`config.mk`:
```
export PLATFORM = sky130hd
export DESIGN_NAME = etsp_timer
export DESIGN_NICKNAME = d
export VERILOG_FILES = /design/src/inc/etsp_pkg.sv /design/src/logic/etsp_edge_sync.sv /design/src/logic/etsp_prescaler.sv /design/src/logic/etsp_timer.sv
export SDC_FILE = /design/constraint.sdc
export NUM_CORES = 1
export LEC_CHECK = 0
export ABC_AREA = 1
export BUFFER_PORTS_ARGS = -buffer_cell sky130_fd_sc_hd__buf_2
export CAP_MARGIN = 20
export CORE_MARGIN = 4
export CORE_UTILIZATION = 50
export DETAILED_ROUTE_END_ITERATION = 10
export GPL_ROUTABILITY_DRIVEN = 0
export PLACE_DENSITY = 0.7
export SETUP_SLACK_MARGIN = 0.5
export SYNTH_ARGS = -nofsm -noshare
export SYNTH_HDL_FRONTEND = slang
export SYNTH_SLANG_ARGS = --single-unit
```
`constraint.sdc`:
```
create_clock -name clk_sys_in -period 6.2 [get_ports clk_sys_in]
set_clock_uncertainty 0.2 [all_clocks]
set_input_delay 0.31 -clock clk_sys_in [delete_from_list [all_inputs] [get_ports clk_sys_in]]
set_output_delay 0.31 -clock clk_sys_in [all_outputs]
set_load 0.05 [all_outputs]
```
`src/inc/etsp_pkg.sv`:
```
// package: register map, field positions, reset values and timing for the event timer
package etsp_pkg;
	localparam logic [7:0] ADDR_TIMER_COUNT = 8'h01;
	localparam logic [7:0] ADDR_INTERRUPT_CONTROL = 8'h0B;
	localparam logic [7:0] ADDR_TIMER_PRESCALE_CONFIG = 8'h81;
	localparam logic [7:0] ADDR_IRQ_STATUS = 8'hC0;
	localparam logic [7:0] ADDR_IRQ_MASK = 8'hC1;
	localparam int POS_COUNT_SOURCE = 5;
	localparam int POS_COUNT_EDGE = 4;
	localparam int POS_OWNER = 3;
	localparam int POS_OVF_ENABLE = 5;
	localparam int POS_OVF_FLAG = 2;
	localparam int IRQ_BIT_OVF = 0;
	localparam int IRQ_BIT_WDT = 1;
	localparam logic [7:0] CONFIG_RESET = 8'hFF;
	localparam logic [7:0] COUNT_RESET = 8'h00;
	localparam logic [7:0] INTCTL_RESET = 8'h00;
	localparam logic [1:0] IRQ_RESET = 2'h0;
	localparam logic [1:0] WRITE_INHIBIT_CYCLES = 2'h2;
	// instruction cycle is four system clocks: phases one to four
	localparam int PHASE_COUNT = 4;
	localparam logic [1:0] PHASE_TWO = 2'h1;
	localparam logic [1:0] PHASE_FOUR = 2'h3;
	localparam logic [1:0] PHASE_RESET = 2'h0;
	localparam logic [7:0] PRESCALE_RESET = 8'h00;

	typedef struct packed {
		logic [7:0] addr;
		logic [7:0] wdata;
		logic wr;
		logic rd;
	} etsp_bus_req_t;

	typedef struct packed {
		logic count_source_select;
		logic count_edge_select;
		logic prescaler_owner_select;
		logic [2:0] prescale_rate_field;
	} etsp_cfg_t;
endpackage

```
`src/logic/etsp_edge_sync.sv`:
```
// pin synchroniser sampled on phase two and phase four, with edge detect
`timescale 1ns/10ps
module etsp_edge_sync (
	// clock and reset
	input wire logic clk_sys_in,
	input wire logic rstn_in,
	// control
	input wire logic phase_sample_in,
	input wire logic falling_in,
	// pin and event
	input wire logic pin_in,
	output logic edge_out
);
	logic meta_reg;
	logic sync_reg;
	logic sample_reg;
	logic prev_reg;
	logic sample_next;
	wire rise = sample_reg & ~prev_reg;
	wire fall = ~sample_reg & prev_reg;

	// the sample is taken only on phase two and phase four strobes
	assign sample_next = phase_sample_in ? sync_reg : sample_reg;
	assign edge_out = falling_in ? fall : rise;

	always_ff @(posedge clk_sys_in) begin
		if (!rstn_in) begin
			meta_reg <= 1'b0;
			sync_reg <= 1'b0;
			sample_reg <= 1'b0;
			prev_reg <= 1'b0;
		end else begin
			meta_reg <= pin_in;
			sync_reg <= meta_reg;
			sample_reg <= sample_next;
			prev_reg <= sample_reg;
		end
	end

	a_edge_single: assert property (@(posedge clk_sys_in)
		disable iff (!rstn_in)
		edge_out |=> !edge_out)
		else $error("edge held two cycles");
endmodule

```
`src/logic/etsp_prescaler.sv`:
```
// shared prescaler: 8-bit hidden count, one tick per programmed ratio
`timescale 1ns/10ps
module etsp_prescaler (
	// clock and reset
	input wire logic clk_sys_in,
	input wire logic rstn_in,
	// control
	input wire logic clear_in,
	input wire logic step_in,
	input wire logic [7:0] ratio_m1_in,
	// output
	output logic tick_out
);
	logic [7:0] count_reg;
	logic [7:0] count_next;
	wire at_end = (count_reg >= ratio_m1_in);

	// count has no bus path; only clear and step touch it
	assign count_next = clear_in ? etsp_pkg::PRESCALE_RESET :
		!step_in ? count_reg :
		at_end ? etsp_pkg::PRESCALE_RESET : count_reg + 8'h01;
	assign tick_out = step_in & at_end & ~clear_in;

	always_ff @(posedge clk_sys_in) begin
		if (!rstn_in)
			count_reg <= etsp_pkg::PRESCALE_RESET;
		else
			count_reg <= count_next;
	end

	a_tick_ratio: assert property (@(posedge clk_sys_in)
		disable iff (!rstn_in)
		tick_out |-> count_reg >= ratio_m1_in)
		else $error("tick early");
endmodule

```
`src/logic/etsp_timer.sv`:
```
// event timer top: 8-bit counter, shared prescaler, register port, interrupt
`timescale 1ns/10ps
module etsp_timer (
	// clock and reset
	input wire logic clk_sys_in,
	input wire logic rstn_in,
	// register port
	input wire logic [7:0] reg_addr_in,
	input wire logic [7:0] reg_wdata_in,
	input wire logic reg_wr_in,
	input wire logic reg_rd_in,
	output logic [7:0] reg_rdata_out,
	// core events
	input wire logic watchdog_clear_instruction_in,
	input wire logic sleep_in,
	input wire logic wdt_base_tick_in,
	// pin
	input wire logic external_count_pin_in,
	// outputs
	output logic watchdog_tick_out,
	output logic irq_out
);
	etsp_pkg::etsp_bus_req_t req;
	etsp_pkg::etsp_cfg_t cfg;
	logic [7:0] config_reg;
	logic [7:0] count_reg;
	logic [7:0] count_next;
	logic [7:0] intctl_reg;
	logic [7:0] intctl_next;
	logic [1:0] status_reg;
	logic [1:0] status_next;
	logic [1:0] mask_reg;
	logic [1:0] phase_reg;
	logic [1:0] inhibit_reg;
	logic [1:0] inhibit_next;
	logic [7:0] rdata_reg;
	logic [7:0] rdata_next;
	logic pin_edge;
	logic pre_tick;
	logic [7:0] ratio_m1;

	assign req = '{addr: reg_addr_in, wdata: reg_wdata_in,
		wr: reg_wr_in, rd: reg_rd_in};
	assign cfg = '{count_source_select: config_reg[etsp_pkg::POS_COUNT_SOURCE],
		count_edge_select: config_reg[etsp_pkg::POS_COUNT_EDGE],
		prescaler_owner_select: config_reg[etsp_pkg::POS_OWNER],
		prescale_rate_field: config_reg[2:0]};

	// address decode
	wire sel_count = req.addr == etsp_pkg::ADDR_TIMER_COUNT;
	wire sel_intctl = req.addr == etsp_pkg::ADDR_INTERRUPT_CONTROL;
	wire sel_config = req.addr == etsp_pkg::ADDR_TIMER_PRESCALE_CONFIG;
	wire sel_status = req.addr == etsp_pkg::ADDR_IRQ_STATUS;
	wire sel_mask = req.addr == etsp_pkg::ADDR_IRQ_MASK;
	wire wr_count = req.wr & sel_count;
	wire wr_intctl = req.wr & sel_intctl;
	wire wr_config = req.wr & sel_config;
	wire wr_status = req.wr & sel_status;
	wire wr_mask = req.wr & sel_mask;

	// instruction cycle phases
	wire phase_two = phase_reg == etsp_pkg::PHASE_TWO;
	wire phase_four = phase_reg == etsp_pkg::PHASE_FOUR;
	wire cycle_end = phase_four;
	wire owner_wdt = cfg.prescaler_owner_select;
	wire owner_tmr = ~owner_wdt;

	// timer ratio 2^(n+1); watchdog half of it, so 000 gives 1:1
	assign ratio_m1 = owner_tmr ?
		8'((9'h002 << cfg.prescale_rate_field) - 9'h001) :
		8'((9'h001 << cfg.prescale_rate_field) - 9'h001);

	// raw source of the timer path: pin edge or instruction cycle
	wire tmr_src = cfg.count_source_select ? pin_edge : cycle_end;
	wire awake = ~sleep_in;
	// the prescaler steps on its owner's source; only the timer side stops
	// in sleep, the watchdog must keep running to wake the core
	wire pre_step = owner_tmr ? (awake & tmr_src) :
		wdt_base_tick_in;
	// clearing by count writes leaves config untouched
	wire pre_clear = (owner_tmr & wr_count) |
		(owner_wdt & watchdog_clear_instruction_in);
	wire tmr_tick = awake & (owner_tmr ? pre_tick : tmr_src);
	assign watchdog_tick_out = owner_wdt ? pre_tick : wdt_base_tick_in;

	etsp_edge_sync u_sync (
		.clk_sys_in(clk_sys_in),
		.rstn_in(rstn_in),
		.phase_sample_in(phase_two | phase_four),
		.falling_in(cfg.count_edge_select),
		.pin_in(external_count_pin_in),
		.edge_out(pin_edge)
	);

	etsp_prescaler u_pre (
		.clk_sys_in(clk_sys_in),
		.rstn_in(rstn_in),
		.clear_in(pre_clear),
		.step_in(pre_step),
		.ratio_m1_in(ratio_m1),
		.tick_out(pre_tick)
	);

	// counting with write inhibit for two instruction cycles
	wire inhibited = inhibit_reg != 2'h0;
	wire do_inc = tmr_tick & ~inhibited & ~wr_count;
	wire overflow = do_inc & (count_reg == 8'hFF);
	assign count_next = wr_count ? req.wdata :
		do_inc ? count_reg + 8'h01 : count_reg;
	assign inhibit_next = wr_count ? etsp_pkg::WRITE_INHIBIT_CYCLES :
		(inhibited & cycle_end) ? inhibit_reg - 2'h1 : inhibit_reg;

	// hardware set wins over a software write to the flag
	always_comb begin
		intctl_next = wr_intctl ? req.wdata : intctl_reg;
		if (overflow)
			intctl_next[etsp_pkg::POS_OVF_FLAG] = 1'b1;
	end

	wire [1:0] irq_events = {watchdog_tick_out, overflow};
	assign status_next = (status_reg & ~(wr_status ? req.wdata[1:0] : 2'h0))
		| irq_events;
	assign irq_out = |(status_reg & mask_reg) |
		(intctl_reg[etsp_pkg::POS_OVF_FLAG] &
		intctl_reg[etsp_pkg::POS_OVF_ENABLE]);

	// read mux; unmapped addresses read zero; prescaler count is absent
	assign rdata_next = !req.rd ? 8'h00 :
		sel_count ? count_reg :
		sel_intctl ? intctl_reg :
		sel_config ? config_reg :
		sel_status ? {6'h00, status_reg} :
		sel_mask ? {6'h00, mask_reg} : 8'h00;
	assign reg_rdata_out = rdata_reg;

	always_ff @(posedge clk_sys_in) begin
		if (!rstn_in) begin
			phase_reg <= etsp_pkg::PHASE_RESET;
			config_reg <= etsp_pkg::CONFIG_RESET;
			count_reg <= etsp_pkg::COUNT_RESET;
			intctl_reg <= etsp_pkg::INTCTL_RESET;
			status_reg <= etsp_pkg::IRQ_RESET;
			mask_reg <= etsp_pkg::IRQ_RESET;
			inhibit_reg <= 2'h0;
			rdata_reg <= 8'h00;
		end else begin
			phase_reg <= phase_reg + 2'h1;
			if (wr_config)
				config_reg <= req.wdata;
			count_reg <= count_next;
			intctl_reg <= intctl_next;
			status_reg <= status_next;
			if (wr_mask)
				mask_reg <= req.wdata[1:0];
			inhibit_reg <= inhibit_next;
			rdata_reg <= rdata_next;
		end
	end

	a_overflow_flag: assert property (@(posedge clk_sys_in)
		disable iff (!rstn_in)
		overflow |=> intctl_reg[etsp_pkg::POS_OVF_FLAG] && count_reg == 8'h00)
		else $error("overflow did not set flag");
	a_write_inhibit: assert property (@(posedge clk_sys_in)
		disable iff (!rstn_in)
		wr_count ##1 !wr_count [*7] |=> count_reg == $past(count_reg, 7))
		else $error("count moved during inhibit");
	a_sleep_stop: assert property (@(posedge clk_sys_in)
		disable iff (!rstn_in)
		sleep_in && !wr_count |=> count_reg == $past(count_reg))
		else $error("count moved in sleep");
	a_cfg_kept: assert property (@(posedge clk_sys_in)
		disable iff (!rstn_in)
		wr_count && !wr_config |=> $stable(config_reg))
		else $error("count write changed config");
	a_clear_owner: assert property (@(posedge clk_sys_in)
		disable iff (!rstn_in)
		owner_tmr && wr_count |=> u_pre.count_reg == etsp_pkg::PRESCALE_RESET)
		else $error("count write missed prescaler clear");
	a_wdt_clear: assert property (@(posedge clk_sys_in)
		disable iff (!rstn_in)
		owner_wdt && watchdog_clear_instruction_in |=>
		u_pre.count_reg == etsp_pkg::PRESCALE_RESET)
		else $error("watchdog clear missed prescaler");
	a_wdt_undiv: assert property (@(posedge clk_sys_in)
		disable iff (!rstn_in)
		owner_tmr |-> watchdog_tick_out == wdt_base_tick_in)
		else $error("watchdog divided without owning");
	a_ratio_unity: assert property (@(posedge clk_sys_in)
		disable iff (!rstn_in)
		owner_wdt && cfg.prescale_rate_field == 3'h0 |-> ratio_m1 == 8'h00)
		else $error("watchdog 000 not 1:1");
	a_read_late: assert property (@(posedge clk_sys_in)
		disable iff (!rstn_in)
		req.rd && sel_config && !wr_config |=> reg_rdata_out == config_reg)
		else $error("read data wrong");
	a_count_load: assert property (@(posedge clk_sys_in)
		disable iff (!rstn_in)
		wr_count |=> count_reg == $past(req.wdata))
		else $error("count write did not land");
	a_count_step: assert property (@(posedge clk_sys_in)
		disable iff (!rstn_in)
		!wr_count |=> count_reg == $past(count_reg) ||
		count_reg == 8'($past(count_reg) + 8'h01))
		else $error("count jumped");
	a_internal_rate: assert property (@(posedge clk_sys_in)
		disable iff (!rstn_in)
		owner_wdt && !cfg.count_source_select && awake && cycle_end &&
		!inhibited && !wr_count |=> count_reg == 8'($past(count_reg) + 8'h01))
		else $error("instruction cycle not counted");
	a_internal_idle: assert property (@(posedge clk_sys_in)
		disable iff (!rstn_in)
		!cfg.count_source_select && !cycle_end && !wr_count |=>
		$stable(count_reg))
		else $error("count moved inside instruction cycle");
	a_inhibit_load: assert property (@(posedge clk_sys_in)
		disable iff (!rstn_in)
		wr_count |=> inhibit_reg == etsp_pkg::WRITE_INHIBIT_CYCLES)
		else $error("write inhibit not armed");
	a_phase_wrap: assert property (@(posedge clk_sys_in)
		disable iff (!rstn_in)
		phase_four |=> phase_reg == etsp_pkg::PHASE_RESET)
		else $error("phase counter did not wrap");
	a_pin_only: assert property (@(posedge clk_sys_in)
		disable iff (!rstn_in)
		cfg.count_source_select && !pin_edge && !wr_count |=>
		$stable(count_reg))
		else $error("counter mode moved without pin edge");
	a_pin_counts: assert property (@(posedge clk_sys_in)
		disable iff (!rstn_in)
		owner_wdt && cfg.count_source_select && pin_edge && awake &&
		!inhibited && !wr_count |=> count_reg == 8'($past(count_reg) + 8'h01))
		else $error("pin edge not counted");
	a_pre_restart: assert property (@(posedge clk_sys_in)
		disable iff (!rstn_in)
		pre_tick |=> u_pre.count_reg == etsp_pkg::PRESCALE_RESET)
		else $error("prescaler did not restart");
	a_pre_hold: assert property (@(posedge clk_sys_in)
		disable iff (!rstn_in)
		!pre_step && !pre_clear |=> $stable(u_pre.count_reg))
		else $error("prescaler moved without step");
	a_pre_sleep: assert property (@(posedge clk_sys_in)
		disable iff (!rstn_in)
		sleep_in && owner_tmr && !wr_count |=> $stable(u_pre.count_reg))
		else $error("timer prescaler moved in sleep");
	a_wdt_owned: assert property (@(posedge clk_sys_in)
		disable iff (!rstn_in)
		owner_wdt && !wdt_base_tick_in |-> !watchdog_tick_out)
		else $error("watchdog tick without base tick");
	a_wdt_sleep_run: assert property (@(posedge clk_sys_in)
		disable iff (!rstn_in)
		owner_wdt && sleep_in && wdt_base_tick_in &&
		cfg.prescale_rate_field == 3'h0 && !watchdog_clear_instruction_in
		|-> watchdog_tick_out)
		else $error("watchdog stopped in sleep");
	a_ratio_top: assert property (@(posedge clk_sys_in)
		disable iff (!rstn_in)
		owner_tmr && cfg.prescale_rate_field == 3'h7 |-> ratio_m1 == 8'hFF)
		else $error("timer 111 not 1:256");
	a_ratio_half: assert property (@(posedge clk_sys_in)
		disable iff (!rstn_in)
		owner_wdt && cfg.prescale_rate_field == 3'h7 |-> ratio_m1 == 8'h7F)
		else $error("watchdog 111 not 1:128");
	a_ratio_low: assert property (@(posedge clk_sys_in)
		disable iff (!rstn_in)
		owner_tmr && cfg.prescale_rate_field == 3'h0 |-> ratio_m1 == 8'h01)
		else $error("timer 000 not 1:2");
	a_config_load: assert property (@(posedge clk_sys_in)
		disable iff (!rstn_in)
		wr_config |=> config_reg == $past(req.wdata))
		else $error("config write did not land");
	a_status_set: assert property (@(posedge clk_sys_in)
		disable iff (!rstn_in)
		overflow |=> status_reg[etsp_pkg::IRQ_BIT_OVF])
		else $error("overflow did not set status");
	a_status_clear: assert property (@(posedge clk_sys_in)
		disable iff (!rstn_in)
		wr_status && req.wdata[etsp_pkg::IRQ_BIT_OVF] && !overflow |=>
		!status_reg[etsp_pkg::IRQ_BIT_OVF])
		else $error("status bit not cleared");
	a_flag_sticky: assert property (@(posedge clk_sys_in)
		disable iff (!rstn_in)
		intctl_reg[etsp_pkg::POS_OVF_FLAG] && !wr_intctl |=>
		intctl_reg[etsp_pkg::POS_OVF_FLAG])
		else $error("overflow flag dropped");
	a_irq_enable: assert property (@(posedge clk_sys_in)
		disable iff (!rstn_in)
		intctl_reg[etsp_pkg::POS_OVF_FLAG] &&
		intctl_reg[etsp_pkg::POS_OVF_ENABLE] |-> irq_out)
		else $error("enabled flag gave no request");
	a_irq_quiet: assert property (@(posedge clk_sys_in)
		disable iff (!rstn_in)
		!intctl_reg[etsp_pkg::POS_OVF_ENABLE] && mask_reg == 2'h0 |-> !irq_out)
		else $error("masked request raised");
	a_read_hidden: assert property (@(posedge clk_sys_in)
		disable iff (!rstn_in)
		req.rd && !(sel_count || sel_intctl || sel_config || sel_status ||
		sel_mask) |=> reg_rdata_out == 8'h00)
		else $error("unmapped read not zero");

	c_overflow: cover property (@(posedge clk_sys_in) overflow);
	c_pin_edge: cover property (@(posedge clk_sys_in) pin_edge && tmr_tick);
	c_wdt_tick: cover property (@(posedge clk_sys_in) owner_wdt && pre_tick);
	c_irq: cover property (@(posedge clk_sys_in) irq_out);
	c_inhibit: cover property (@(posedge clk_sys_in) wr_count ##1 inhibited);
endmodule

```
# [Word-level counts from Yosys, hierarchy flattened]
# Cells that the tools add are included.
[classes] n_addsub=6 n_mul=0 div=0 magnitude_cmp=1 n_eq_ne=8 n_shift=2 mux=19 n_bitwise=33 reduce_logical=8
[ops] op="2-to-1 mux 8 bit" count=7
[ops] op="== test 8 bit, second input constant" count=4
[ops] op="bitwise AND 1 bit" count=18
[ops] op="adder 8 x 1 -> 8 bit, second input constant" count=2
[ops] op="subtractor 8 x 1 -> 8 bit, second input constant" count=2
[ops] op="2-to-1 mux 2 bit" count=5
[ops] op="== test 8 x 1 -> 1 bit, second input constant" count=1
[ops] op="== test 8 x 4 -> 1 bit, second input constant" count=1
[ops] op="greater-or-equal comparator 8 bit" count=1
[ops] op="inverter 1 bit" count=8
[ops] op="nonzero test 2 bit" count=4
[ops] op="<< shifter 1 x 3 -> 8 bit, first input constant" count=1
[ops] op="<< shifter 2 x 3 -> 8 bit, first input constant" count=1
[ops] op="2-to-1 mux 1 bit" count=6
[ops] op="OR reduction 2 bit" count=3
[ops] op="bitwise AND 2 bit" count=2
[ops] op="2-to-1 mux 3 bit" count=1
[ops] op="OR 1 bit" count=3
[ops] op="adder 2 x 1 -> 2 bit, second input constant" count=1
[ops] op="== test 2 x 1 -> 1 bit, second input constant" count=1
[ops] op="== test 2 bit, second input constant" count=1
[ops] op="inverter 2 bit" count=1
[ops] op="OR 2 bit" count=1
[ops] op="AND reduction 2 bit" count=1
[ops] op="subtractor 2 x 1 -> 2 bit, second input constant" count=1
[totals] ff_bits=52 latch_bits=0 ram_bits=0 rom_bits=0 elab_cells=92 memories=0

# [Depth between registers and ports, before layout]
# Gate-level depths: netlist (run 1).
[depth] ltp_word=14 ltp_mapped=22

# [Modules after synthesis]
# From an unflattened synthesis (run 1), not the netlist that was laid out.
[hier_totals] cells_unflattened=454 hier_area_um2=3086.7
[modules_own_cells] module="etsp_timer" instances=1 cells_each=352 area_each_um2=2343.5 seq_area_each_um2=800.8
[modules_own_cells] module="etsp_prescaler" instances=1 cells_each=81 area_each_um2=595.6 seq_area_each_um2=160.2
[modules_own_cells] module="etsp_edge_sync" instances=1 cells_each=21 area_each_um2=147.6 seq_area_each_um2=80.1

# [Least setup slack after synthesis (run 1)]
# No wires, ideal clock.
[synth_timing] path_type="reg2out" from="reg config_reg[0]" to="out watchdog_tick_out" t_arrival_ns=3.255 slack_ns=2.435 stages_incl_launch_ff=17 path_buffers=0 cell_sequence="dfxtp_1 inv_1 ha_1 inv_1 nor3_1 inv_1 nand2_1 a211oi_1 nand2_1 xor2_1 inv_1 ha_1 nand2_1 o21a_1 nand2_1 nand2_1 o21ai_0"
[synth_between] elab_chain_cells=7 word_cells_on_any_way=9 classes_between="add/sub: 2; order compare: 1; shift: 2; mux: 2; bitwise: 2"
[synth_rtl] element="start: declaration" line_no="etsp_timer.sv:25" rtl="logic [7:0] config_reg;"
[synth_rtl] element="start signal: assignment" line_no="etsp_timer.sv:139" rtl="config_reg <= etsp_pkg::CONFIG_RESET;"
[synth_rtl] element="start signal: assignment" line_no="etsp_timer.sv:149" rtl="config_reg <= req.wdata;"
[synth_rtl] element="<< shifter 2 x 3 -> 8 bit or << shifter 1 x 3 -> 8 bit (tied branches)" line_no="etsp_timer.sv:70, etsp_timer.sv:71"
[synth_rtl] element="subtractor 8 x 1 -> 8 bit, on equally long branches" line_no="etsp_timer.sv:70, etsp_timer.sv:71"
[synth_rtl] element="2-to-1 mux 8 bit *" line_no="etsp_timer.sv:69" rtl="assign ratio_m1 = owner_tmr ?"
[synth_rtl] element="greater-or-equal comparator 8 bit *" line_no="etsp_prescaler.sv:16" rtl="wire at_end = (count_reg >= ratio_m1_in);"
[synth_rtl] element="bitwise AND 1 bit * (2 in series)" line_no="etsp_prescaler.sv:22" rtl="assign tick_out = step_in & at_end & ~clear_in;"
[synth_rtl] element="2-to-1 mux 1 bit *" line_no="etsp_timer.sv:84" rtl="assign watchdog_tick_out = owner_wdt ? pre_tick : wdt_base_tick_in;"
[synth_rtl] element="end: declaration" line_no="etsp_timer.sv:20" rtl="output logic watchdog_tick_out,"
# Every way passes the cells marked *; elsewhere a longest branch is shown, timed or not.

# [Worst setup path after layout (run 1)]
# Ends and elaborated chain as after synthesis.

==> impl_metrics.csv, run 1 <==
group,metric,value,unit
clock_tree,cts-root-to-sink-buffers,2,
power_and_ir_drop,netSwitchingFraction,25.4,%
global_route,global_route.usage.total,19.4,%
logic_synthesis,synth_enable_flop_cells,0,
sta,max_freq,267,MHz
global_route,number_of_global_route_vias_before_repair,2420,
finish,utilization,57.7,%
power_and_ir_drop,register_share_of_total_power,58.8,%
placement,dpl.cell_count,516,
routing,dr.first_iter.drc_count,218,
power_and_ir_drop,internal_power,0.432,mW
finish,finish.instance_area,3190,sq um
placement,dp_worst_setup_slack,2.83,ns
placement,post_dp_cell_area,3090,sq um
clock_tree,tritoncts,"built",
clock_tree,postCtsResizedCells,0,
min_path,hold-path-endpoint,"config_reg[7]",
finish,n_fill_cell,564,
min_path,hold_class,"input port to flop",
logic_synthesis,ys_async_sr_fraction,0,%
clock_tree,cts.reportedPaths.clkPinSlew,0.10,ns
logic_synthesis,synth-simple-area-share,29.4,%
worst_setup_path,critical_path.slowest_cell,"dfxtp_1",
sta,timing_max_transition_violations_final,0,
routing,vias,2731,
floorplan,placement_rows,27,
logic_synthesis,postSynth.topFlopCell,"dfxtp_1",
min_path,holdPathStages,3,
worst_setup_path,reg2reg_slack,2.95,ns
global_route,grt_overflow,0,
finish,mostFrequentLayoutCells,"nand2_1, inv_1, dfxtp_1",
routing,final_routed_wirelength,6710,um
sta,fin_worst_hold_slack,0.0445,ns
finish,fin_nets,492,
worst_setup_path,worstPathArrival,3.24,ns
routing,drt.antenna.violating_nets,0,
power_and_ir_drop,comb_power_share,6.9,%
logic_synthesis,synthCells,420,
min_path,min-delay-start,"reg_wdata_in[7]",
sta,final_hold_violation_count,0,
sta,setup_viol,0,
clock_tree,cts-root-buf,"clkbuf_8",
worst_setup_path,crit_required,5.69,ns
logic_synthesis,synth.yosys.warnings,0,
worst_setup_path,reg2reg_depth,20,
logic_synthesis,netlist.top_cell.by_area,"dfxtp_1",
logic_synthesis,synth.top_cells.by_area,"dfxtp_1, nand2_1, inv_1",
routing,remaining_drc_errors,0,
routing,routedWlPerCell,12.8,um
worst_setup_path,r2r_end,"count_reg[3]",
sta,slew-limit-headroom,39.4,%
power_and_ir_drop,worst_ir_drop_vdd,0.146,mV
logic_synthesis,netlist.area_leader.share,36.1,%
placement,buffer_ports.inserted,33,
sta,unrepaired_setup_endpoints_after_global_routing,"false",
worst_setup_path,worst_r2r_startpoint,"config_reg[0]",
logic_synthesis,synth_top_family_by_area,"simple AND/OR/NAND/NOR gates",
clock_tree,clock_sink_count,52,
power_and_ir_drop,power-per-cell-area,181,nW/um^2
worst_setup_path,cp_slowest_stage_delay,0.39,ns
power_and_ir_drop,power_switching,0.147,mW
routing,drt-pass1-iter-count,6,
global_route,antenna_found_initial,0,
sta,totalNegativeSetupSlack,0,ns
sta,worst_pin_slew,0.908,ns
clock_tree,post_cts_buffers,0,
logic_synthesis,synth_compound_area_share,14.6,%
flow_run,cap_violations,0,
clock_tree,total_number_of_h_tree_levels,2,
run_status,status,"complete, no violations",
sta,final_critical_path_setup_slack,2.45,ns
logic_synthesis,synthMuxAreaShare,0,%
sta,fin_crit,3.75,ns
worst_setup_path,worstPathCellList,"inv_1, ha_1, inv_1, nor3_1, inv_1, nand2_1, a211oi_1, nand2_1, xor2_1, inv_1, ha_1, nand2_1, o21a_1, nand2_1, nand2_1, o21ai_0, buf_2",
power_and_ir_drop,pwr-share-clk,34.3,%
worst_setup_path,critPathKind,"flop to output pin",
finish,antenna_cells,0,
clock_tree,source_to_sink_clock_delay_at_the_later_pin_of_the_worst_skew_pair,0.31,ns
logic_synthesis,synth_area,2880,sq um
logic_synthesis,synth_sequential_area_ratio,36.1,%
logic_synthesis,synth_area_per_cell,6.87,sq um
clock_tree,cts_made_buffers,5,
global_route,grt_max_degree,30,
floorplan,die_width,83.9,um
logic_synthesis,ys_seq_elements,52,
floorplan,floorplan.initialDensity,52.1,%
placement,hpwlAfterDp,5050,um
power_and_ir_drop,p_leak,1.54,nW
floorplan,design.die.area,7050,sq um
worst_setup_path,critical-path-top-cell-by-count,"nand2_1",
routing,avgViaCountPerCell,5.20,
finish,layout.cells.most_common,"nand2_1",
logic_synthesis,mappedNetlistNets,460,
finish,drive_gt1_share,11.9,%
finish,finish.cell_count_without_fillers,525,
logic_synthesis,post_synth_xor_area_fraction,3.34,%
global_route,grt_pass1_wl,11300,um
logic_synthesis,yosys.cell_types.count,32,
finish,layout-area-overhead-vs-synth,10.8,%
floorplan,boundaryPins,34,
floorplan,dieHeight,83.9,um
worst_setup_path,worstSetupEndpointType,"output pin",
worst_setup_path,worstSetupStartpointType,"flop",
sta,fin_crit_sh,60.5,%
floorplan,core,5540,sq um
power_and_ir_drop,power,0.579,mW
worst_setup_path,timing.critical_path.fanout_max,3,
logic_synthesis,post_synth_fa_ha_maj_area_fraction,6.94,%
how the worst max path moves through the flow:
stage,startpoint,end,slack [ns],cells past startpoint
after global placement,config_reg[3],watchdog_tick_out,2.94,17
after detailed placement,config_reg[3],watchdog_tick_out,2.83,17
after CTS,config_reg[3],watchdog_tick_out,2.46,17
after global routing,config_reg[3],watchdog_tick_out,2.08,18
final,config_reg[0],watchdog_tick_out,2.45,17
after floorplan,config_reg[0],watchdog_tick_out,2.43,16
per-layer routing:
metal | GRT usage [%] | share of wire (%) | vias up
met5 | 0 | 0 | -
met3 | 4.84 | 4.2 | 9
met4 | 4.53 | 1.3 | 0
met1 | 26.4 | 47 | 1240
li1 | - | - | 1419
met2 | 31.0 | 47 | 63
synthesized netlist by cell type, types with 2 or more instances:
cell	n
nand2_1	101
a211oi_1	2
o21ai_0	31
ha_1	16
nand2_2	3
nand4_1	3
nand2_4	2
xor2_1	11
nor2_2	2
inv_2	2
clkbuf_1	4
inv_1	59
nor3_1	8
a31oi_1	2
dfxtp_1	52
buf_2	3
nand3_1	41
a21oi_1	42
nor2_1	23
worst max-delay path, delay by kind of cell, from the launching register on:
| kind | cells | cell delay [ns] |
|---|---|---|
| flops | 1 | 0.39 |
| xor+xnor | 1 | 0.14 |
| simple gates | 6 | 0.74 |
| buf+inv | 5 | 0.60 |
| fa+ha+maj | 2 | 0.60 |
| compound gates | 3 | 0.45 |
cells by family after synthesis:
kind of cell / after synthesis
compound gates: 81
fa+ha+maj: 16
buf+inv: 71
simple gates: 189
flops: 52
xor+xnor: 11
power by group through the flow:
| stage | Clock (mW) | Sequential (mW) | Combinational (mW) |
|---|---|---|---|
| after global placement | 0 | 0.348 | 0.0389 |
| after detailed placement | 0 | 0.348 | 0.0397 |
| after CTS | 0.203 | 0.340 | 0.0403 |
| final | 0.198 | 0.340 | 0.0402 |
| after global routing | 0.220 | 0.341 | 0.0457 |
| after floorplan | 0 | 0.348 | 0.0224 |
repair_timing:
action	CTS	global route
endpoints found under the setup margin	0	0
hold buffers	1	0
endpoints found under the hold margin	1	0
cell type report:
| class | count | area (sq um) | area share, % |
|---|---|---|---|
| clock buffer | 5 | 68.8 | 2.15 |
| timing repair buffer | 34 | 175 | 5.48 |
| tap | 72 | 90.1 | 2.82 |
| multi-input combinational | 297 | 1570 | 49.0 |
| inverter | 62 | 233 | 7.29 |
| clock inverter | 3 | 21.3 | 0.666 |
| sequential | 52 | 1040 | 32.6 |
(Power assumes the default switching activity.)
==> run 2, diff against run 1 <==
--- a/config.mk
+++ b/config.mk
@@ -5,7 +5,7 @@
 export SDC_FILE = /design/constraint.sdc
 export NUM_CORES = 1
 export LEC_CHECK = 0
-export ABC_AREA = 1
+export ABC_AREA = 0
 export BUFFER_PORTS_ARGS = -buffer_cell sky130_fd_sc_hd__buf_2
 export CAP_MARGIN = 20
 export CORE_MARGIN = 4
==> constraint.sdc (replaced) <==
create_clock -name clk_sys_in -period 3.7 [get_ports clk_sys_in]
set_clock_uncertainty 0.2 [all_clocks]
set_input_delay 0.185 -clock clk_sys_in [delete_from_list [all_inputs] [get_ports clk_sys_in]]
set_output_delay 0.185 -clock clk_sys_in [all_outputs]
set_load 0.05 [all_outputs]
==> run 2 against run 1 <==
Against the previous run:
- non-clock buffer count rose by 20
- flip-flop and latch count unchanged
- clock power grew 63%
- critical path depth decreased by 2
- worst setup slack lost 1.9 ns
- combinational power increased by 78%
- synthesized cell count decreased by 22%
- count of clock-buffer cells in the layout increased by 1
- sequential power rose by 66%
- largest power group unchanged
- highest routed layer unchanged
==> impl_metrics.csv, run 2 <==
group,metric,value,unit
global_route,grtUsageMet3,3.15,%
worst_setup_path,critical_path.slowest_cell,"dfxtp_2",
min_path,holdPathStages,3,
power_and_ir_drop,power,0.960,mW
logic_synthesis,synthTopCellsByCount,"dfxtp_1, nand2_1, nand3_1, nor2_1, o21ai_0",
power_and_ir_drop,worst_ir_drop_vdd,0.286,mV
global_route,grtUsageMet1,28.0,%
clock_tree,cts.reportedPaths.clkPinSlew,0.10,ns
worst_setup_path,cp_slowest_stage_delay,0.34,ns
logic_synthesis,ys_seq_elements,52,
worst_setup_path,worstPathArrival,2.80,ns
routing,avgViaCountPerCell,5.86,
floorplan,design.die.area,6840,sq um
clock_tree,total_number_of_h_tree_levels,2,
floorplan,core,5270,sq um
min_path,hold_class,"input port to flop",
sta,fin_crit,3.18,ns
logic_synthesis,yosys.cell_types.count,46,
finish,antenna_cells,0,
worst_setup_path,reg2reg_depth,17,
finish,n_fill_cell,484,
finish,layout-area-overhead-vs-synth,21.2,%
placement,hpwlAfterDp,4690,um
routing,drt-pass1-iter-count,5,
logic_synthesis,netlist.area_leader.share,37.3,%
worst_setup_path,timing.critical_path.fanout_max,4,
routing,final_routed_wirelength,6850,um
min_path,min-delay-start,"wdt_base_tick_in",
global_route,gr-max-usage-layer,"met2",
worst_setup_path,worstPathCellList,"inv_2, ha_4, buf_4, nor2_2, nand2_1, nand2_1, o21ai_1, a32oi_1, ha_2, o21ai_2, o21bai_2, a31oi_4, o21ai_1, and2_4, buf_8",
logic_synthesis,postSynth.topFlopCell,"dfxtp_1",
finish,layout.cells.most_common,"dfxtp_1",
placement,buffer_ports.inserted,33,
global_route,grt_overflow,0,
routing,vias,2613,
clock_tree,cts-root-buf,"clkbuf_8",
logic_synthesis,netlist.top_cell.by_area,"dfxtp_1",
min_path,hold-path-endpoint,"status_reg[1]",
sta,slew-limit-headroom,42.9,%
power_and_ir_drop,p_leak,1.37,nW
logic_synthesis,synth.top_cells.by_area,"dfxtp_1, ha_1, nand3_1",
sta,max_freq,314,MHz
sta,setup_viol,0,
finish,area.sequential,1050,sq um
worst_setup_path,worstSetupStartpointType,"flop",
logic_synthesis,synth_sequential_area_ratio,37.3,%
global_route,grt_max_degree,39,
sta,fin_crit_sh,86.0,%
run_status,status,"complete, no violations",
finish,multi_input_area,1760,sq um
floorplan,dieHeight,82.7,um
finish,mostFrequentLayoutCells,"dfxtp_1, nand2_1, buf_2",
clock_tree,source_to_sink_clock_delay_at_the_later_pin_of_the_worst_skew_pair,0.30,ns
sta,timing_max_transition_violations_final,0,
routing,dr.first_iter.drc_count,163,
routing,remaining_drc_errors,0,
finish,utilization,64.1,%
logic_synthesis,mappedNetlistNets,368,
power_and_ir_drop,power-per-cell-area,284,nW/um^2
floorplan,die_width,82.7,um
logic_synthesis,dominant_cell_by_count_in_the_synthesized_netlist,"dfxtp_1",
logic_synthesis,synthCells,328,
global_route,antenna_found_initial,0,
worst_setup_path,r2r_end,"count_reg[5]",
worst_setup_path,reg2reg_slack,0.55,ns
clock_tree,cts_made_buffers,5,
floorplan,floorplan.initialDensity,52.9,%
clock_tree,tritoncts,"built",
worst_setup_path,crit_required,3.31,ns
global_route,number_of_global_route_vias_before_repair,2537,
worst_setup_path,worstSetupEndpointType,"output pin",
worst_setup_path,critPathKind,"flop to output pin",
logic_synthesis,synth_area_per_cell,8.50,sq um
logic_synthesis,synth_enable_flop_cells,0,
sta,worst_pin_slew,0.853,ns
global_route,grt_pass1_wl,11600,um
clock_tree,clock_sink_count,52,
floorplan,boundaryPins,34,
sta,totalNegativeSetupSlack,0,ns
global_route,use_met2,37.9,%
sta,unrepaired_setup_endpoints_after_global_routing,"true",
finish,drive_gt1_share,22.3,%
logic_synthesis,synth_area,2790,sq um
floorplan,placement_rows,26,
clock_tree,cts-root-to-sink-buffers,2,
routing,routedWlPerCell,15.3,um
sta,final_hold_violation_count,0,
placement,dpl.cell_count,421,
flow_run,cap_violations,0,
worst_setup_path,worst_r2r_startpoint,"config_reg[0]",
finish,finish.cell_count_without_fillers,446,
logic_synthesis,synth.yosys.warnings,0,
logic_synthesis,ys_async_sr_fraction,0,%
routing,drt.antenna.violating_nets,0,
finish,fin_nets,415,
global_route,global_route.usage.total,21.7,%
run 2: kinds of logic after synthesis:
group / synth area share [%]
XOR/XNOR: 3.77
AO/OA/AOI/OAI: 18.9
adder cells (fa/ha/maj): 7.18
AND/OR/NAND/NOR: 27.0
multiplexers: 2.51
buffers and inverters: 3.32
flip-flops: 37.3
run 2: power by group:
| part | total [mW] | switching [mW] | leakage [nW] | internal [mW] |
|---|---|---|---|---|
| Sequential | 0.566 | 0.00350 | 0.419 | 0.563 |
| Clock | 0.322 | 0.187 | 0.0456 | 0.135 |
| Combinational | 0.0717 | 0.0403 | 0.909 | 0.0314 |
run 2: area by class of cell:
| cell class | instances | share of cell area [%] |
|---|---|---|
| Multi-Input combinational cell | 252 | 51.9 |
| Clock inverter | 2 | 0.407 |
| Tap cell | 70 | 2.59 |
| Timing Repair Buffer | 54 | 10.7 |
| Clock buffer | 6 | 2.15 |
| Inverter | 10 | 1.11 |
| Sequential cell | 52 | 31.1 |
run 2: layer usage:
| metal | vias to the layer above | share of wire (%) |
|---|---|---|
| met5 | - | 0 |
| met1 | 1253 | 44 |
| met3 | 6 | 4.8 |
| met2 | 72 | 50 |
| met4 | 0 | 1.1 |
| li1 | 1282 | - |
run 2: worst max-delay path by stage:
stage	from	end	slack, ns	depth (start not counted)
global placement	config_reg[0]	watchdog_tick_out	0.39	15
global route	config_reg[0]	count_reg[6]	0.39	17
floorplan	config_reg[0]	status_reg[1]	0.57	14
detailed placement	config_reg[0]	watchdog_tick_out	0.27	15
CTS	config_reg[3]	count_reg[0]	0.50	14
finish	config_reg[0]	watchdog_tick_out	0.52	15
run 2: worst max-delay path: cells and delay by family, from the launching register on:
family	cells	cell delay, ns
buf+inv	3	0.36
compound gates	6	0.78
simple gates	4	0.46
fa+ha+maj	2	0.58
flops	1	0.34
run 2: metrics by stage:
stage / hold slack (ns) / area, sq um / setup slack (ns)
detailed placement: 0.201 / 3020 / 0.265
CTS: 0.0811 / 3300 / 0.501
global placement: 0.197 / 3020 / 0.387
floorplan: 0.112 / 2790 / 0.573
finish: 0.0888 / 3380 / 0.517
global route: 0.0983 / 3380 / 0.393
run 2: what timing repair did:
item	4_1_cts	5_1_grt
pin swaps	10	12
hold buffers	9	0
buffers inserted	5	3
endpoints found under the setup margin	14	14
resized for setup	21	17
hold endpoints to repair	18	0
==> run 3, diff against run 2 <==
--- a/config.mk
+++ b/config.mk
@@ -8,11 +8,13 @@
 export ABC_AREA = 0
 export BUFFER_PORTS_ARGS = -buffer_cell sky130_fd_sc_hd__buf_2
 export CAP_MARGIN = 20
+export CELL_PAD_IN_SITES_DETAIL_PLACEMENT = 1
+export CELL_PAD_IN_SITES_GLOBAL_PLACEMENT = 1
 export CORE_MARGIN = 4
-export CORE_UTILIZATION = 50
+export CORE_UTILIZATION = 43
 export DETAILED_ROUTE_END_ITERATION = 10
 export GPL_ROUTABILITY_DRIVEN = 0
-export PLACE_DENSITY = 0.7
+export PLACE_DENSITY_LB_ADDON = 0.1
 export SETUP_SLACK_MARGIN = 0.5
 export SYNTH_ARGS = -nofsm -noshare
 export SYNTH_HDL_FRONTEND = slang
==> run 3 against run 2 <==
Against the previous run:
- worst setup slack worse by 0.014 ns
- routed wire length is 16% higher
- first-iteration DRC count is 5.5% higher
- critical path depth is 1 lower
- hold slack better by 0.0053 ns
- total power is 3.8% higher
- sequential power hardly changed
- sequential share of layout area is 0.73 points lower
- via count is 0.46% higher
- cell area is 2.3% higher
- critical path type unchanged
==> impl_metrics.csv, run 3 (synthesis gave the netlist of run 2 again) <==
group,metric,value,unit
floorplan,design.die.area,7840,sq um
worst_setup_path,critPathKind,"flop to output pin",
sta,worst_pin_slew,0.961,ns
clock_tree,clock_sink_count,52,
placement,buffer_ports.inserted,33,
worst_setup_path,worstSetupStartpointType,"flop",
finish,drive_gt1_share,24.0,%
clock_tree,tritoncts,"built",
routing,final_routed_wirelength,7930,um
sta,max_freq,313,MHz
worst_setup_path,critical_path.slowest_cell,"dfxtp_2",
sta,setup_viol,0,
routing,drt-pass1-iter-count,6,
sta,final_hold_violation_count,0,
clock_tree,source_to_sink_clock_delay_at_the_later_pin_of_the_worst_skew_pair,0.31,ns
worst_setup_path,cp_slowest_stage_delay,0.35,ns
power_and_ir_drop,p_leak,1.39,nW
power_and_ir_drop,comb_power_share,7.5,%
power_and_ir_drop,pwr-share-clk,35.7,%
floorplan,dieHeight,88.5,um
placement,post_dp_cell_area,3040,sq um
global_route,number_of_global_route_vias_before_repair,2678,
sta,totalNegativeSetupSlack,0,ns
power_and_ir_drop,register_share_of_total_power,56.9,%
routing,drt.antenna.violating_nets,0,
power_and_ir_drop,worst_ir_drop_vdd,0.199,mV
worst_setup_path,worstPathCellList,"inv_2, ha_4, buf_4, nor3_2, a21oi_1, nor2_1, a21oi_2, ha_2, a211oi_4, o21bai_4, a31oi_4, o21ai_2, and2_4, buf_8",
global_route,grt_overflow,0,
worst_setup_path,crit_required,3.31,ns
power_and_ir_drop,power-per-cell-area,288,nW/um^2
global_route,global_route.usage.total,21.4,%
min_path,hold_class,"input port to flop",
worst_setup_path,total_buffers_and_inverters_traversed_by_the_critical_path,3,
worst_setup_path,reg2reg_slack,0.58,ns
power_and_ir_drop,netSwitchingFraction,24.9,%
finish,layout.cells.most_common,"dfxtp_1",
floorplan,placement_rows,29,
finish,layout-area-overhead-vs-synth,24.0,%
finish,antenna_cells,0,
sta,fin_crit_sh,86.4,%
floorplan,die_width,88.5,um
finish,mostFrequentLayoutCells,"dfxtp_1, nand2_1, buf_2",
global_route,grt_pass1_wl,13200,um
flow_run,cap_violations,0,
floorplan,boundaryPins,34,
sta,slew-limit-headroom,35.9,%
global_route,antenna_found_initial,0,
global_route,grt_max_degree,39,
run_status,status,"complete, no violations",
finish,n_fill_cell,762,
finish,fin_nets,418,
routing,routedWlPerCell,17.4,um
clock_tree,cts_made_buffers,5,
sta,unrepaired_setup_endpoints_after_global_routing,"true",
clock_tree,cts.reportedPaths.clkPinSlew,0.10,ns
power_and_ir_drop,power_switching,0.248,mW
clock_tree,total_number_of_h_tree_levels,2,
routing,remaining_drc_errors,0,
sta,fin_crit,3.20,ns
finish,finish.instance_area,3460,sq um
worst_setup_path,critical_path.top_delay_family,"compound AO/OA/AOI/OAI gates",
worst_setup_path,worstSetupEndpointType,"output pin",
floorplan,floorplan.initialDensity,44.2,%
clock_tree,cts-root-buf,"clkbuf_8",
sta,timing_max_transition_violations_final,0,
placement,hpwlAfterDp,5500,um
routing,dr.first_iter.drc_count,172,
routing,vias,2625,
routing,avgViaCountPerCell,5.76,
power_and_ir_drop,internal_power,0.748,mW
worst_setup_path,worstPathArrival,2.81,ns
clock_tree,cts-root-to-sink-buffers,2,
floorplan,core,6310,sq um
worst_setup_path,timing.critical_path.fanout_max,4,
## run 3: metal layers
metal	part of all wire (%)	global-route usage (%)	up-vias
met5	0	0	-
met4	1.0	5.63	0
li1	-	-	1288
met3	3.4	3.35	7
met2	51	37.7	44
met1	44	27.3	1286
## run 3: area by class of cell
class,count,area [sq um],share of cell area (%)
Tap cell,77,96.3,2.79
Sequential cell,52,1050,30.4
Multi-Input combinational cell,252,1790,51.8
Clock buffer,6,82.6,2.39
Inverter,10,37.5,1.09
Clock inverter,2,13.8,0.398
Timing Repair Buffer,57,385,11.1
## run 3: timing repair
item                       4_1_cts  5_1_grt
buffers inserted                 5        5
setup endpoints to repair       15       15
hold endpoints to repair        18        0
hold buffers                     9        0
gates resized for setup         23       24
pin swaps                        9       16
gates cloned                     0        0
## run 3: worst min-delay path, cell delays in order
cell	delay, ns
buf_2	0.10
nand2_1	0.09
o211ai_4	0.13
a21oi_1	0.05
## run 3: path summary, 6_finish.rpt
kind | startpoint | endpoint | depth (start not counted)
max reg2reg | config_reg[0] | count_reg[7] | 14
max | config_reg[0] | watchdog_tick_out | 14
min | watchdog_clear_instruction_in | u_pre.count_reg[3] | 4
min reg2reg | u_sync.meta_reg | u_sync.sync_reg | 1
## run 3: through the flow
step	hold slack (ns)	setup WS, ns	power, mW	utilization, %	instances
final	0.0941	0.503	0.997	54.8	456
after global routing	0.0949	0.350	1.05	54.8	456
after CTS	0.0377	0.502	1.01	52.9	451
after detailed placement	0.215	0.207	0.647	48.1	429
after global placement	0.215	0.373	0.644	48.1	429
after floorplan	0.112	0.573	0.616	-	328
## run 3: power groups by stage
stage | registers [mW] | clock network, mW | logic, mW
finish | 0.567 | 0.355 | 0.0745
global route | 0.568 | 0.396 | 0.0824
CTS | 0.567 | 0.370 | 0.0734
detailed placement | 0.581 | 0 | 0.0656
global placement | 0.581 | 0 | 0.0634
floorplan | 0.580 | 0 | 0.0358
